===== config.mk =====
export PLATFORM = sky130hd
export DESIGN_NAME = sfra_top
export DESIGN_NICKNAME = d
export VERILOG_FILES = /design/src/sfra_pkg.sv /design/src/sfra_rf_if.sv /design/src/sfra_gate.sv /design/src/sfra_regfile.sv /design/src/sfra_top.sv
export SDC_FILE = /design/constraint.sdc
export NUM_CORES = 2
export LEC_CHECK = 0
export BUFFER_PORTS_ARGS = -buffer_cell sky130_fd_sc_hd__buf_2
export CORE_AREA = 2 2 240 420
export DETAILED_ROUTE_END_ITERATION = 6
export DIE_AREA = 0 0 242 422
export PLACE_DENSITY = 0.7
export SETUP_SLACK_MARGIN = 0.02
export SLEW_MARGIN = 30
export SYNTH_ARGS = -nofsm -noshare
export SYNTH_HDL_FRONTEND = slang
export SYNTH_SLANG_ARGS = --single-unit

===== constraint.sdc =====
create_clock -name mclk_i -period 2.9 [get_ports mclk_i]
set_clock_uncertainty 0.1 [all_clocks]
set_input_delay 0 -clock mclk_i [delete_from_list [all_inputs] [get_ports mclk_i]]
set_output_delay 0 -clock mclk_i [all_outputs]
set_load 0.02 [all_outputs]

===== src/sfra_pkg.sv =====
// constants, register map and types for the simd/fp register aliasing block
`default_nettype none
package sfra_pkg;
  localparam int NREG = 8;
  localparam int IDX_W = 3;
  localparam int SIMD_W = 64;
  localparam int FP_W = 80;
  localparam int EXP_W = FP_W - SIMD_W;
  localparam logic [EXP_W-1:0] EXP_ONES = 16'hFFFF;
  localparam int TOP_LSB = 11;
  localparam int TOP_MSB = 13;
  localparam logic [2:0] TOP_ZERO = 3'h0;
  localparam logic [1:0] TAG_VALID = 2'h0;
  localparam logic [1:0] TAG_EMPTY = 2'h3;
  // register map, byte addresses
  localparam int ADDR_W = 8;
  localparam logic [7:0] REG_CTRL = 8'h00;
  localparam logic [7:0] REG_STATUS = 8'h04;
  localparam logic [7:0] REG_TAG = 8'h08;
  localparam logic [7:0] REG_CWORD = 8'h0C;
  localparam logic [7:0] REG_IPTR = 8'h10;
  localparam logic [7:0] REG_DPTR = 8'h14;
  localparam logic [7:0] REG_OPCODE = 8'h18;
  localparam logic [7:0] REG_IRQ_ST = 8'h1C;
  localparam logic [7:0] REG_IRQ_MASK = 8'h20;
  localparam logic [7:0] REG_DSEL = 8'h24;
  localparam logic [7:0] REG_DLO = 8'h28;
  localparam logic [7:0] REG_DMID = 8'h2C;
  localparam logic [7:0] REG_DHI = 8'h30;
  // control_reg_zero field positions
  localparam int CTRL_MP = 1;
  localparam int CTRL_EM = 2;
  localparam int CTRL_TS = 3;
  localparam logic [3:0] CTRL_RST = 4'h2;
  // interrupt status/mask bits
  localparam int IRQ_W = 3;
  localparam int IRQ_UD = 0;
  localparam int IRQ_NM = 1;
  localparam int IRQ_EXEC = 2;
  localparam int OPC_W = 11;
  localparam logic [15:0] STATUS_RST = 16'h0000;
  localparam logic [15:0] TAG_RST = 16'hFFFF;
  localparam logic [15:0] CWORD_RST = 16'h0000;
  localparam logic [31:0] ZERO32 = 32'h0;
  localparam logic [FP_W-1:0] DREG_RST = 80'h0;

  typedef enum logic [2:0] {
    SFRA_OP_READ = 3'b001,
    SFRA_OP_WRITE = 3'b010,
    SFRA_OP_CLEAR = 3'b100
  } sfra_op_t;

  function automatic logic [15:0] sfra_fill_tags(input logic [1:0] t);
    sfra_fill_tags = {NREG{t}};
  endfunction : sfra_fill_tags

  function automatic logic [15:0] sfra_top_clr(input logic [15:0] sw);
    sfra_top_clr = sw;
    sfra_top_clr[TOP_MSB:TOP_LSB] = TOP_ZERO;
  endfunction : sfra_top_clr
endpackage : sfra_pkg
`default_nettype wire


===== src/sfra_rf_if.sv =====
// carrier between the control core and the aliased data register store
`timescale 1ns/1ns
`default_nettype none
interface sfra_rf_if;
  logic simd_we;
  logic [2:0] simd_idx;
  logic [63:0] simd_wdata;
  logic fp_we;
  logic [2:0] fp_widx;
  logic [79:0] fp_wdata;
  logic [2:0] ridx_a;
  logic [2:0] ridx_b;
  logic [2:0] ridx_c;
  logic [79:0] rdata_a;
  logic [79:0] rdata_b;
  logic [79:0] rdata_c;
  modport core (output simd_we, simd_idx, simd_wdata, fp_we, fp_widx,
    fp_wdata, ridx_a, ridx_b, ridx_c, input rdata_a, rdata_b, rdata_c);
  modport store (input simd_we, simd_idx, simd_wdata, fp_we, fp_widx,
    fp_wdata, ridx_a, ridx_b, ridx_c, output rdata_a, rdata_b, rdata_c);
endinterface : sfra_rf_if
`default_nettype wire


===== src/sfra_gate.sv =====
// decides whether a simd instruction executes or faults
`timescale 1ns/1ns
`default_nettype none
module sfra_gate (
  // request
  input wire logic op_i,
  // control flags
  input wire logic soft_fpu_flag_i,
  input wire logic task_switched_flag_i,
  // verdict
  output logic exec_o,
  output logic ud_o,
  output logic nm_o
);
  assign ud_o = op_i & soft_fpu_flag_i;
  assign nm_o = op_i & ~soft_fpu_flag_i & task_switched_flag_i;
  assign exec_o = op_i & ~soft_fpu_flag_i & ~task_switched_flag_i;
endmodule : sfra_gate
`default_nettype wire


===== src/sfra_regfile.sv =====
// eight 80-bit physical data registers with the 64-bit simd alias
`timescale 1ns/1ns
`default_nettype none
module sfra_regfile (
  // clock and reset
  input wire logic mclk_i,
  input wire logic rst_b_i,
  // core side
  sfra_rf_if.store rf
);
  logic [79:0] mem_r [8];
  logic fp_ok;

  // a simd write to the same register in the same cycle takes precedence
  assign fp_ok = rf.fp_we & ~(rf.simd_we & (rf.simd_idx == rf.fp_widx));

  always_ff @(posedge mclk_i or negedge rst_b_i) begin
    if (!rst_b_i) begin
      for (int i = 0; i < sfra_pkg::NREG; i++) begin
        mem_r[i] <= sfra_pkg::DREG_RST;
      end
    end else begin
      if (rf.simd_we) begin
        mem_r[rf.simd_idx] <= {sfra_pkg::EXP_ONES, rf.simd_wdata};
      end
      if (fp_ok) begin
        mem_r[rf.fp_widx] <= rf.fp_wdata;
      end
    end
  end

  // fixed physical index, no stack-relative offset
  assign rf.rdata_a = mem_r[rf.ridx_a];
  assign rf.rdata_b = mem_r[rf.ridx_b];
  assign rf.rdata_c = mem_r[rf.ridx_c];
endmodule : sfra_regfile
`default_nettype wire


===== src/sfra_top.sv =====
// simd registers aliased onto the floating-point data registers
// Notes on behaviour
// - with the soft fpu flag set every simd instruction takes the invalid opcode fault, never emulated.
// - with soft fpu clear a simd instruction runs when task switched is 0 and takes the device unavailable fault when it is 1.
// - eight 64-bit simd registers live in bits 0 to 63 of the same-numbered physical data register.
// - the alias uses physical numbers and ignores the stack top field in status bits 11 to 13.
// - a simd write shows in bits 0 to 63 of the data register and a fp write shows its low 64 bits in the simd register.
// - a simd register write forces bits 64 to 79 of the aliased data register to ones in the same cycle.
// - every executed simd instruction except clear sets all tag fields to 00; a faulted one leaves the tags alone.
// - the clear instruction sets all tag fields to 11.
// - every executed simd instruction, reads and clear included, sets the stack top field to 000; a faulted one leaves it alone.
// - simd instructions keep status bits 0 to 10, 14, 15 and the control word, pointers and opcode.
// - simd reads and clear leave all 80 bits of every data register alone.
//
// Chosen here: the address map and the plain strobed port.
`timescale 1ns/1ns
`default_nettype none
module sfra_top (
  // clock and reset
  input wire logic mclk_i,
  input wire logic rst_b_i,
  // simd instruction issue
  input wire logic op_valid_i,
  input wire logic [2:0] op_kind_i,
  input wire logic [2:0] op_idx_i,
  input wire logic [63:0] op_wdata_i,
  // floating-point unit data port
  input wire logic fp_we_i,
  input wire logic [2:0] fp_widx_i,
  input wire logic [79:0] fp_wdata_i,
  input wire logic [2:0] fp_ridx_i,
  // register port
  input wire logic [7:0] addr_i,
  input wire logic [31:0] wdata_i,
  input wire logic wr_i,
  input wire logic rd_i,
  output logic [31:0] rdata_o,
  // results
  output logic [63:0] simd_rdata_o,
  output logic simd_rvalid_o,
  output logic [79:0] fp_rdata_o,
  output logic ud_fault_o,
  output logic nm_fault_o,
  output logic done_o,
  output logic irq_o
);
  sfra_rf_if rf ();

  logic [3:0] ctrl_r;
  logic [3:0] ctrl_nxt;
  logic [15:0] status_r;
  logic [15:0] status_nxt;
  logic [15:0] tag_r;
  logic [15:0] tag_nxt;
  logic [15:0] cword_r;
  logic [31:0] iptr_r;
  logic [31:0] dptr_r;
  logic [10:0] opcode_r;
  logic [2:0] irq_st_r;
  logic [2:0] irq_st_nxt;
  logic [2:0] irq_mask_r;
  logic [2:0] dsel_r;
  logic [31:0] rdata_nxt;

  // instruction decode
  wire op_legal = (op_kind_i == sfra_pkg::SFRA_OP_READ)
    | (op_kind_i == sfra_pkg::SFRA_OP_WRITE)
    | (op_kind_i == sfra_pkg::SFRA_OP_CLEAR);
  wire op_req = op_valid_i & op_legal;
  wire is_write = op_kind_i == sfra_pkg::SFRA_OP_WRITE;
  wire is_clear = op_kind_i == sfra_pkg::SFRA_OP_CLEAR;
  wire exec_w;
  wire ud_w;
  wire nm_w;

  sfra_gate u_gate (
    .op_i(op_req),
    .soft_fpu_flag_i(ctrl_r[sfra_pkg::CTRL_EM]),
    .task_switched_flag_i(ctrl_r[sfra_pkg::CTRL_TS]),
    .exec_o(exec_w),
    .ud_o(ud_w),
    .nm_o(nm_w)
  );

  wire do_write = exec_w & is_write;
  wire do_read = exec_w & ~is_write & ~is_clear;
  wire do_clear = exec_w & is_clear;

  // data store
  sfra_regfile u_store (
    .mclk_i(mclk_i),
    .rst_b_i(rst_b_i),
    .rf(rf)
  );

  // only an executed write reaches the store
  assign rf.simd_we = do_write;
  assign rf.simd_idx = op_idx_i;
  assign rf.simd_wdata = op_wdata_i;
  assign rf.fp_we = fp_we_i;
  assign rf.fp_widx = fp_widx_i;
  assign rf.fp_wdata = fp_wdata_i;
  assign rf.ridx_a = op_idx_i;
  assign rf.ridx_b = fp_ridx_i;
  assign rf.ridx_c = dsel_r;

  // register port decode
  wire wr_ctrl = wr_i & (addr_i == sfra_pkg::REG_CTRL);
  wire wr_status = wr_i & (addr_i == sfra_pkg::REG_STATUS);
  wire wr_tag = wr_i & (addr_i == sfra_pkg::REG_TAG);
  wire wr_cword = wr_i & (addr_i == sfra_pkg::REG_CWORD);
  wire wr_iptr = wr_i & (addr_i == sfra_pkg::REG_IPTR);
  wire wr_dptr = wr_i & (addr_i == sfra_pkg::REG_DPTR);
  wire wr_opcode = wr_i & (addr_i == sfra_pkg::REG_OPCODE);
  wire wr_irq_st = wr_i & (addr_i == sfra_pkg::REG_IRQ_ST);
  wire wr_irq_mask = wr_i & (addr_i == sfra_pkg::REG_IRQ_MASK);
  wire wr_dsel = wr_i & (addr_i == sfra_pkg::REG_DSEL);

  assign ctrl_nxt = wr_ctrl ? wdata_i[3:0] : ctrl_r;

  // stack top cleared by every executed simd op, other bits kept
  wire [15:0] status_base = wr_status ? wdata_i[15:0] : status_r;
  assign status_nxt = exec_w ? sfra_pkg::sfra_top_clr(status_base)
    : status_base;

  // hardware tag update wins over a same-cycle software write
  wire [15:0] tag_sw = wr_tag ? wdata_i[15:0] : tag_r;
  wire [15:0] tag_hw = do_clear
    ? sfra_pkg::sfra_fill_tags(sfra_pkg::TAG_EMPTY)
    : sfra_pkg::sfra_fill_tags(sfra_pkg::TAG_VALID);
  assign tag_nxt = exec_w ? tag_hw : tag_sw;

  // sticky events, write one to clear, new event wins
  wire [2:0] ev = {exec_w, nm_w, ud_w};
  wire [2:0] irq_clr = wr_irq_st ? wdata_i[2:0] : 3'h0;
  assign irq_st_nxt = (irq_st_r & ~irq_clr) | ev;

  // read selection
  wire [79:0] dreg = rf.rdata_c;
  assign rdata_nxt = !rd_i ? sfra_pkg::ZERO32
    : (addr_i == sfra_pkg::REG_CTRL) ? {28'h0, ctrl_r}
    : (addr_i == sfra_pkg::REG_STATUS) ? {16'h0, status_r}
    : (addr_i == sfra_pkg::REG_TAG) ? {16'h0, tag_r}
    : (addr_i == sfra_pkg::REG_CWORD) ? {16'h0, cword_r}
    : (addr_i == sfra_pkg::REG_IPTR) ? iptr_r
    : (addr_i == sfra_pkg::REG_DPTR) ? dptr_r
    : (addr_i == sfra_pkg::REG_OPCODE) ? {21'h0, opcode_r}
    : (addr_i == sfra_pkg::REG_IRQ_ST) ? {29'h0, irq_st_r}
    : (addr_i == sfra_pkg::REG_IRQ_MASK) ? {29'h0, irq_mask_r}
    : (addr_i == sfra_pkg::REG_DSEL) ? {29'h0, dsel_r}
    : (addr_i == sfra_pkg::REG_DLO) ? dreg[31:0]
    : (addr_i == sfra_pkg::REG_DMID) ? dreg[63:32]
    : (addr_i == sfra_pkg::REG_DHI) ? {16'h0, dreg[79:64]}
    : sfra_pkg::ZERO32;

  // fpu context registers: only the register port changes them
  always_ff @(posedge mclk_i or negedge rst_b_i) begin
    if (!rst_b_i) begin
      cword_r <= sfra_pkg::CWORD_RST;
      iptr_r <= sfra_pkg::ZERO32;
      dptr_r <= sfra_pkg::ZERO32;
      opcode_r <= 11'h0;
    end else begin
      if (wr_cword) cword_r <= wdata_i[15:0];
      if (wr_iptr) iptr_r <= wdata_i;
      if (wr_dptr) dptr_r <= wdata_i;
      if (wr_opcode) opcode_r <= wdata_i[10:0];
    end
  end

  always_ff @(posedge mclk_i or negedge rst_b_i) begin
    if (!rst_b_i) begin
      ctrl_r <= sfra_pkg::CTRL_RST;
      status_r <= sfra_pkg::STATUS_RST;
      tag_r <= sfra_pkg::TAG_RST;
      irq_st_r <= 3'h0;
      irq_mask_r <= 3'h0;
      dsel_r <= 3'h0;
    end else begin
      ctrl_r <= ctrl_nxt;
      status_r <= status_nxt;
      tag_r <= tag_nxt;
      irq_st_r <= irq_st_nxt;
      if (wr_irq_mask) irq_mask_r <= wdata_i[2:0];
      if (wr_dsel) dsel_r <= wdata_i[2:0];
    end
  end

  // registered outputs
  always_ff @(posedge mclk_i or negedge rst_b_i) begin
    if (!rst_b_i) begin
      rdata_o <= sfra_pkg::ZERO32;
      simd_rdata_o <= 64'h0;
      simd_rvalid_o <= 1'b0;
      fp_rdata_o <= sfra_pkg::DREG_RST;
      ud_fault_o <= 1'b0;
      nm_fault_o <= 1'b0;
      done_o <= 1'b0;
      irq_o <= 1'b0;
    end else begin
      rdata_o <= rdata_nxt;
      simd_rdata_o <= do_read ? rf.rdata_a[63:0] : 64'h0;
      simd_rvalid_o <= do_read;
      fp_rdata_o <= rf.rdata_b;
      ud_fault_o <= ud_w;
      nm_fault_o <= nm_w;
      done_o <= exec_w;
      irq_o <= |(irq_st_nxt & irq_mask_r);
    end
  end
endmodule : sfra_top
`default_nettype wire


## Word-level counts from Yosys, hierarchy flattened

Index checks and enable logic that the tools add are counted.

| storage, ports and cells | value |
|---|---|
| flip-flop bits (word level) | 957 |
| input port bits | 202 |
| output and inout bits | 181 |
| logic and storage cells | 129 |

| operators by class | value |
|---|---|
| magnitude comparators | 6 |
| equality and inequality tests | 16 |
| mux-type cells | 38 |
| bitwise gates (word level) | 36 |
| reduce and logical (&&, ||, !) cells | 6 |

Operators by type and width:

| kind | number |
|---|---|
| $bwmux 640 | 2 |
| $mux 640 | 2 |
| $bmux 80 s3 | 3 |
| $demux 80 s3 | 2 |
| $mux 80 | 6 |
| $mux 32 | 13 |
| $mux 64 | 3 |
| $mux 16 | 5 |
| $eq 8x6->1 const B | 5 |
| $eq 8x5->1 const B | 4 |
| $and 1x1->1 | 21 |
| $eq 8x4->1 const B | 2 |
| $ge 4x4->1 const B | 4 |
| $not 3->4 | 4 |
| $mux 14 | 1 |
| $eq 8x3->1 const B | 1 |
| $logic_not 8->1 | 1 |
| $lt 4x1->1 const B | 2 |
| $and 3x3->3 | 2 |
| $not 1->1 | 5 |
| $reduce_bool 2->1 | 2 |
| $eq 3x1->1 const B | 1 |
| $eq 3x2->1 const B | 1 |
| $eq 3x3->1 | 1 |
| other kinds (7) | 9 |

## Logic depth before layout (Yosys ltp)

| depth | value |
|---|---|
| depth after elaboration | 18 |
| depth in mapped cells | 10 |
| mapped depth without buffers | 6 |

## Modules after synthesis

From an unflattened synthesis, not the netlist that was laid out.

| unflattened totals | value |
|---|---|
| cell total of the unflattened synthesis | 3912 |
| area total of the unflattened synthesis | 59564.6 sq um |

Modules (own cells, without submodules):

| module | instances | cells each | area each (sq um) | seq. area each (sq um) |
|---|---|---|---|---|
| sfra_regfile | 1 | 2957 | 47031.4 | 16015.4 |
| sfra_top | 1 | 952 | 12504.5 | 7953.9 |
| sfra_gate | 1 | 3 | 28.8 | 0.0 |

## Worst setup path after synthesis

Ideal clock, no wire load.

| timing path | value |
|---|---|
| path type | flip-flop to flip-flop |
| from | register dsel_r[0] |
| to | register rdata_o[22] |
| setup time | 0.136 ns |
| arrival | 1.952 ns |
| data required time | 2.664 ns |
| setup slack | 0.711 ns |
| cell stages (with the launch flop) | 9 |
| path buffers | 4 |
| clock period less this slack | 2.189 ns |
| cell sequence | dfrtp_1 buf_2 buf_6 buf_4 buf_2 mux4_2 mux2_2 a222oi_1 a21oi_1 |

| between the ends | value |
|---|---|
| longest elaborated chain between the ends | 17 |

RTL lines:

| element | RTL line | RTL |
|---|---|---|
| start, declared | sfra_top.sv:62 | `logic [2:0] dsel_r;` |
| start signal, assigned | sfra_top.sv:185 | `if (wr_dsel) dsel_r <= wdata_i[2:0];` |
| $not 3->4 (not written as such) (*) | sfra_regfile.sv:35 | `assign rf.rdata_c = mem_r[rf.ridx_c];` |
| $bmux 80 s3 (*) | sfra_regfile.sv:35 |  |
| $mux 80 (not written as such) (*) (2 in series) | sfra_regfile.sv:35 |  |
| $mux 32 | sfra_top.sv:152 | `: (addr_i == sfra_pkg::REG_DMID) ? dreg[63:32]` |
| $mux 32 (*) | sfra_top.sv:151 | `: (addr_i == sfra_pkg::REG_DLO) ? dreg[31:0]` |
| $mux 32 (*) | sfra_top.sv:150 | `: (addr_i == sfra_pkg::REG_DSEL) ? {29'h0, dsel_r}` |
| $mux 32 (*) | sfra_top.sv:149 | `: (addr_i == sfra_pkg::REG_IRQ_MASK) ? {29'h0, irq_mask_r}` |
| $mux 32 (*) | sfra_top.sv:148 | `: (addr_i == sfra_pkg::REG_IRQ_ST) ? {29'h0, irq_st_r}` |
| $mux 32 (*) | sfra_top.sv:147 | `: (addr_i == sfra_pkg::REG_OPCODE) ? {21'h0, opcode_r}` |
| $mux 32 (*) | sfra_top.sv:146 | `: (addr_i == sfra_pkg::REG_DPTR) ? dptr_r` |
| $mux 32 (*) | sfra_top.sv:145 | `: (addr_i == sfra_pkg::REG_IPTR) ? iptr_r` |
| $mux 32 (*) | sfra_top.sv:144 | `: (addr_i == sfra_pkg::REG_CWORD) ? {16'h0, cword_r}` |
| $mux 32 (*) | sfra_top.sv:143 | `: (addr_i == sfra_pkg::REG_TAG) ? {16'h0, tag_r}` |
| $mux 32 (*) | sfra_top.sv:142 | `: (addr_i == sfra_pkg::REG_STATUS) ? {16'h0, status_r}` |
| $mux 32 (*) | sfra_top.sv:141 | `: (addr_i == sfra_pkg::REG_CTRL) ? {28'h0, ctrl_r}` |
| $mux 32 (*) | sfra_top.sv:140 | `assign rdata_nxt = !rd_i ? sfra_pkg::ZERO32` |
| named net rdata_nxt[22] | sfra_top.sv:63 | `logic [31:0] rdata_nxt;` |
| end signal, assigned | sfra_top.sv:192 | `rdata_o <= sfra_pkg::ZERO32;` |
| end signal, assigned | sfra_top.sv:201 | `rdata_o <= rdata_nxt;` |
| end, declared | sfra_top.sv:37 | `output logic [31:0] rdata_o,` |

Mark *: on every way through the listed nets, which the timed path passes. The rest lies on a longest branch. The select of a mux whose other input is x is not followed.
A chain may end at the register's enable or synchronous reset.

## Worst setup path after layout

| timing path | value |
|---|---|
| from | register dsel_r[0] |
| to | register rdata_o[5] |

| between the ends | value |
|---|---|
| longest elaborated chain between the ends | 18 |

RTL lines:

| element | RTL line | RTL |
|---|---|---|
| $not 3->4 (not written as such) (*) | sfra_regfile.sv:35 |  |
| $bmux 80 s3 (*) | sfra_regfile.sv:35 |  |
| $mux 80 (not written as such) (*) (2 in series) | sfra_regfile.sv:35 |  |
| $mux 16 | sfra_top.sv:153 | `: (addr_i == sfra_pkg::REG_DHI) ? {16'h0, dreg[79:64]}` |
| $mux 32 | sfra_top.sv:152 |  |
| $mux 32 (*) | sfra_top.sv:151 |  |
| $mux 32 (*) | sfra_top.sv:150 |  |
| $mux 32 (*) | sfra_top.sv:149 |  |
| (+2 left out) | n/a |  |
| $mux 32 (*) | sfra_top.sv:146 |  |
| $mux 32 (*) | sfra_top.sv:145 |  |
| $mux 32 (*) | sfra_top.sv:144 |  |
| $mux 32 (*) | sfra_top.sv:143 |  |
| $mux 32 (*) | sfra_top.sv:142 |  |
| $mux 32 (*) | sfra_top.sv:141 |  |
| $mux 32 (*) | sfra_top.sv:140 |  |
| named net rdata_nxt[5] | sfra_top.sv:63 |  |

Marks and branches as above.

==> flow_metrics.py <==
metrics = {
    "run_status": {
        "status": "finished clean",
    },
    "sta": {
        "rsz0062_at_grt": "false",
        "clock.fmax_mhz": 352,
        "fin_setup_tns_ns": 0,
        "worst_pin_slew_ns": 0.963,
        "whs_ns": 0.0381,
        "fin_crit_sh_pct": 98.0,
        "setup_viol": 0,
        "slew_headroom_pct": 35.8,
        "finalHoldViolCount": 0,
        "finalWorstPathRequiredPeriod_ns": 2.84,
        "maxSlewViolCount": 0,
    },
    "cells_and_area": {
        "fillers": 7466,
        "nets": 5506,
        "drive_gt1_share_pct": 28.4,
        "fin_cells": 6711,
        "design_area_sq_mm": 0.0640,
        "areaGrowthSynthToFinish_pct": 18.6,
    },
    "logic_synthesis": {
        "ys_ff_latch": 957,
        "synth.yosys.warnings": 0,
        "synth-edff-count": 0,
        "synth_area_sq_mm": 0.0540,
        "synthCells": 4902,
        "avgSynthCellArea_sq_um": 11.0,
        "ys_types": 69,
        "synth_nets": 5104,
        "async_reset_ff_share_pct": 100,
        "yosysSeqAreaShare_pct": 44.4,
        "synth-main-ff-cell": "dfrtp_1",
    },
    "critical_path": {
        "critPathMaxFanout": 15,
        "start_kind": "register",
        "end_kind": "register",
        "worstSetupPathType": "register to register",
        "cp.required_ns": 3.35,
        "worstPathArrival_ns": 3.29,
    },
    "global_route": {
        "grt_max_degree": 109,
        "grt_overflow": 0,
        "grt_pass1_vias": 45045,
        "grt_usage_pct": 37.8,
        "grt_pass1_wl_um": 289000,
        "antenna_found_initial": 28,
    },
    "route": {
        "via_per_inst": 6.68,
        "route.met3.wl_um": 19900,
        "wl_um": 193000,
        "wl_met2_um": 89400,
        "postRouteAntennaNets": 0,
        "met1Wirelength_um": 66700,
        "wl_per_cell_um": 28.7,
        "dr.pass1.iters": 7,
        "num_vias": 44838,
        "drt_iter0_markers": 5579,
        "route.detailed.drc": 0,
        "top_layer": "met5",
    },
    "clock_tree": {
        "path_clk_slew_ns": 0.07,
        "numClockSinks": 957,
        "root_buffer": "clkbuf_16",
        "numCtsBuffers": 90,
        "clk_latency_ns": 0.73,
        "cts_max_path_buffers": 3,
        "cts_tree": "done",
        "cts_max_level": 3,
    },
    "run": {
        "maxCapViolCount": 0,
    },
    "power": {
        "leakage_nw": 26.8,
        "p_per_area_mw_per_mm2": 655,
        "peakVddDrop_mv": 0.585,
    },
    "placement": {
        "io_buffer_count": 382,
        "dp_hpwl_um": 128000,
        "place_inst": 6281,
        "placed_area_sq_mm": 0.0582,
        "place_congestion": 0.986,
    },
    "die": {
        "fp.dieW_um": 242,
        "coreArea_sq_mm": 0.0988,
        "num_io_pins": 383,
        "fp-row-count": 153,
        "fp.dieH_um": 422,
        "die_area_sq_mm": 0.102,
        "start_util_pct": 54.6,
    },
    "hold_path": {
        "hold_path_class": "input pin to register",
    },
}
[sequential cells by signal (all words and copies together) (netlist names)]
| name | cells |
|---|---|
| u_store.mem_r | 640 |
| fp_rdata_o | 80 |
| simd_rdata_o | 64 |
| dptr_r | 32 |
| iptr_r | 32 |
| rdata_o | 32 |
| cword_r | 16 |
| status_r | 16 |
| tag_r | 16 |
| opcode_r | 11 |
| ctrl_r | 4 |
| dsel_r | 3 |
| irq_mask_r | 3 |
| irq_st_r | 3 |
| done_o | 1 |
| irq_o | 1 |
| nm_fault_o | 1 |
| simd_rvalid_o | 1 |
| ud_fault_o | 1 |
[timing repair]
action	4_1_cts	5_1_grt
hold buffers	239	0
buffers inserted	0	9
resized for setup	0	7
endpoints found under the setup margin	0	263
hold endpoints to repair	1848	0
[Yosys cell counts (2+ instances only)]
library cell | count | area share, %
nor3_4 | 2 | 0.060
a22oi_1 | 11 | 0.15
mux4_2 | 445 | 19
nand2_2 | 3 | 0.035
mux2_2 | 228 | 4.8
or2_2 | 2 | 0.023
a222oi_1 | 16 | 0.30
or4_1 | 2 | 0.028
buf_6 | 10 | 0.21
a21o_1 | 11 | 0.15
a31oi_1 | 194 | 2.2
nor4b_2 | 2 | 0.056
a2111oi_0 | 3 | 0.049
nor3b_1 | 5 | 0.070
a221oi_1 | 13 | 0.21
nand2_1 | 535 | 3.7
and3_1 | 5 | 0.058
nor2_1 | 789 | 5.5
clkbuf_2 | 52 | 0.48
nand3_1 | 15 | 0.14
nor2b_1 | 7 | 0.081
or3_1 | 5 | 0.058
xnor2_1 | 4 | 0.065
nor3b_2 | 2 | 0.046
o22ai_1 | 33 | 0.38
nand2b_1 | 4 | 0.046
or4b_1 | 3 | 0.056
inv_1 | 9 | 0.063
clkbuf_1 | 259 | 1.8
nor2_4 | 3 | 0.063
dfrtp_1 | 940 | 44
a21oi_1 | 434 | 4.0
a211oi_1 | 11 | 0.15
nor4_4 | 2 | 0.079
o211ai_1 | 4 | 0.056
nand3b_1 | 5 | 0.070
buf_4 | 23 | 0.32
buf_1 | 44 | 0.31
nor3_1 | 9 | 0.083
and2_1 | 3 | 0.035
buf_2 | 175 | 1.6
mux2i_1 | 429 | 8.0
o21ai_0 | 109 | 1.0
dfstp_2 | 17 | 0.83
[per-layer routing]
layer  vias up  GRT usage [%]
met5         -              0
met3       836           8.93
li1      18513              -
met4        24           28.6
met1     22313           45.9
met2      3152           58.9
[critical path, cell delays in order, from the launching register on]
cell and delay, ns:
dfrtp_4 0.49, buf_12 0.22, buf_12 0.21, mux4_2 0.62
a22oi_1 0.19, o22ai_1 0.10, o21ai_1 0.27, buf_4 0.19
a21o_1 0.16, a211oi_1 0.10
[per-stage QoR]
| step | power (mW) | setup slack [ns] | utilization, % |
|---|---|---|---|
| finish | 41.9 | 0.0567 | 64.8 |
| global route | 43.4 | 0.0495 | 64.8 |
| detailed placement | 28.1 | 0.0643 | 58.9 |
| CTS | 41.7 | 0.0385 | 64.7 |
| floorplan | 24.3 | 0.711 | - |
| global placement | 27.7 | 0.101 | 58.9 |
[cell usage in the layout, fill, tap and decap left out, types with 7 or more instances in the layout]
cell / Yosys / final
dfrtp_1: 940 / 937
a211oi_1: 11 / 11
clkbuf_16: 0 / 91
clkinv_2: 0 / 18
dlygate4sd3_1: 0 / 238
a31oi_1: 194 / 194
a221oi_1: 13 / 13
inv_1: 9 / 9
a21o_1: 11 / 11
bufinv_16: 0 / 15
nor2b_1: 7 / 7
nor2_1: 789 / 787
diode_2: 0 / 15
buf_2: 175 / 375
a22oi_1: 11 / 11
buf_4: 23 / 154
mux4_2: 445 / 445
mux2i_1: 429 / 428
dfstp_2: 17 / 17
clkbuf_1: 259 / 9
a21oi_1: 434 / 434
a222oi_1: 16 / 16
o21ai_0: 109 / 106
o22ai_1: 33 / 33
nand3_1: 15 / 14
nand2_1: 535 / 533
nor3_1: 9 / 8
mux2_2: 228 / 228
buf_12: 0 / 100
clkbuf_8: 0 / 18
[power by group]
group	internal (mW)	switching (mW)	leakage, nW
logic	5.33	5.14	13.8
registers	15.9	2.24	11.4
clock network	7.60	5.70	1.60
[final cells by class]
class / count / area [sq um] / share of cell area, %
Clock inverter: 49 / 701 / 1.09
Antenna cell: 15 / 37.5 / 0.0586
Tap cell: 1317 / 1650 / 2.57
Inverter: 9 / 33.8 / 0.0528
Sequential cell: 957 / 24000 / 37.5
Multi-Input combinational cell: 3373 / 27500 / 43.0
Timing Repair Buffer: 873 / 7510 / 11.7
Clock buffer: 118 / 2560 / 4.00
[final timing paths]
| check | startpoint | endpoint | slack [ns] | depth (start not counted) |
|---|---|---|---|---|
| max | dsel_r[0] | rdata_o[5] | 0.06 | 9 |
| min | wdata_i[22] | iptr_r[22] | 0.04 | 3 |
| max reg2reg | dsel_r[0] | rdata_o[5] | 0.06 | 9 |
| min reg2reg | dptr_r[2] | dptr_r[2] | 0.40 | 1 |
| max in group asynchronous | rst_b_i | dsel_r[1] | 1.45 | 4 |
| min in group asynchronous | rst_b_i | u_store.mem_r[579] | 0.55 | 4 |
[cell families after synthesis]
| family | synth area share, % |
|---|---|
| flip-flops | 44.4 |
| AO/OA/AOI/OAI | 8.95 |
| multiplexers | 31.3 |
| XOR/XNOR | 0.0649 |
| AND/OR/NAND/NOR | 10.5 |
| buffers and inverters | 4.80 |
(Power assumes the default switching activity.)
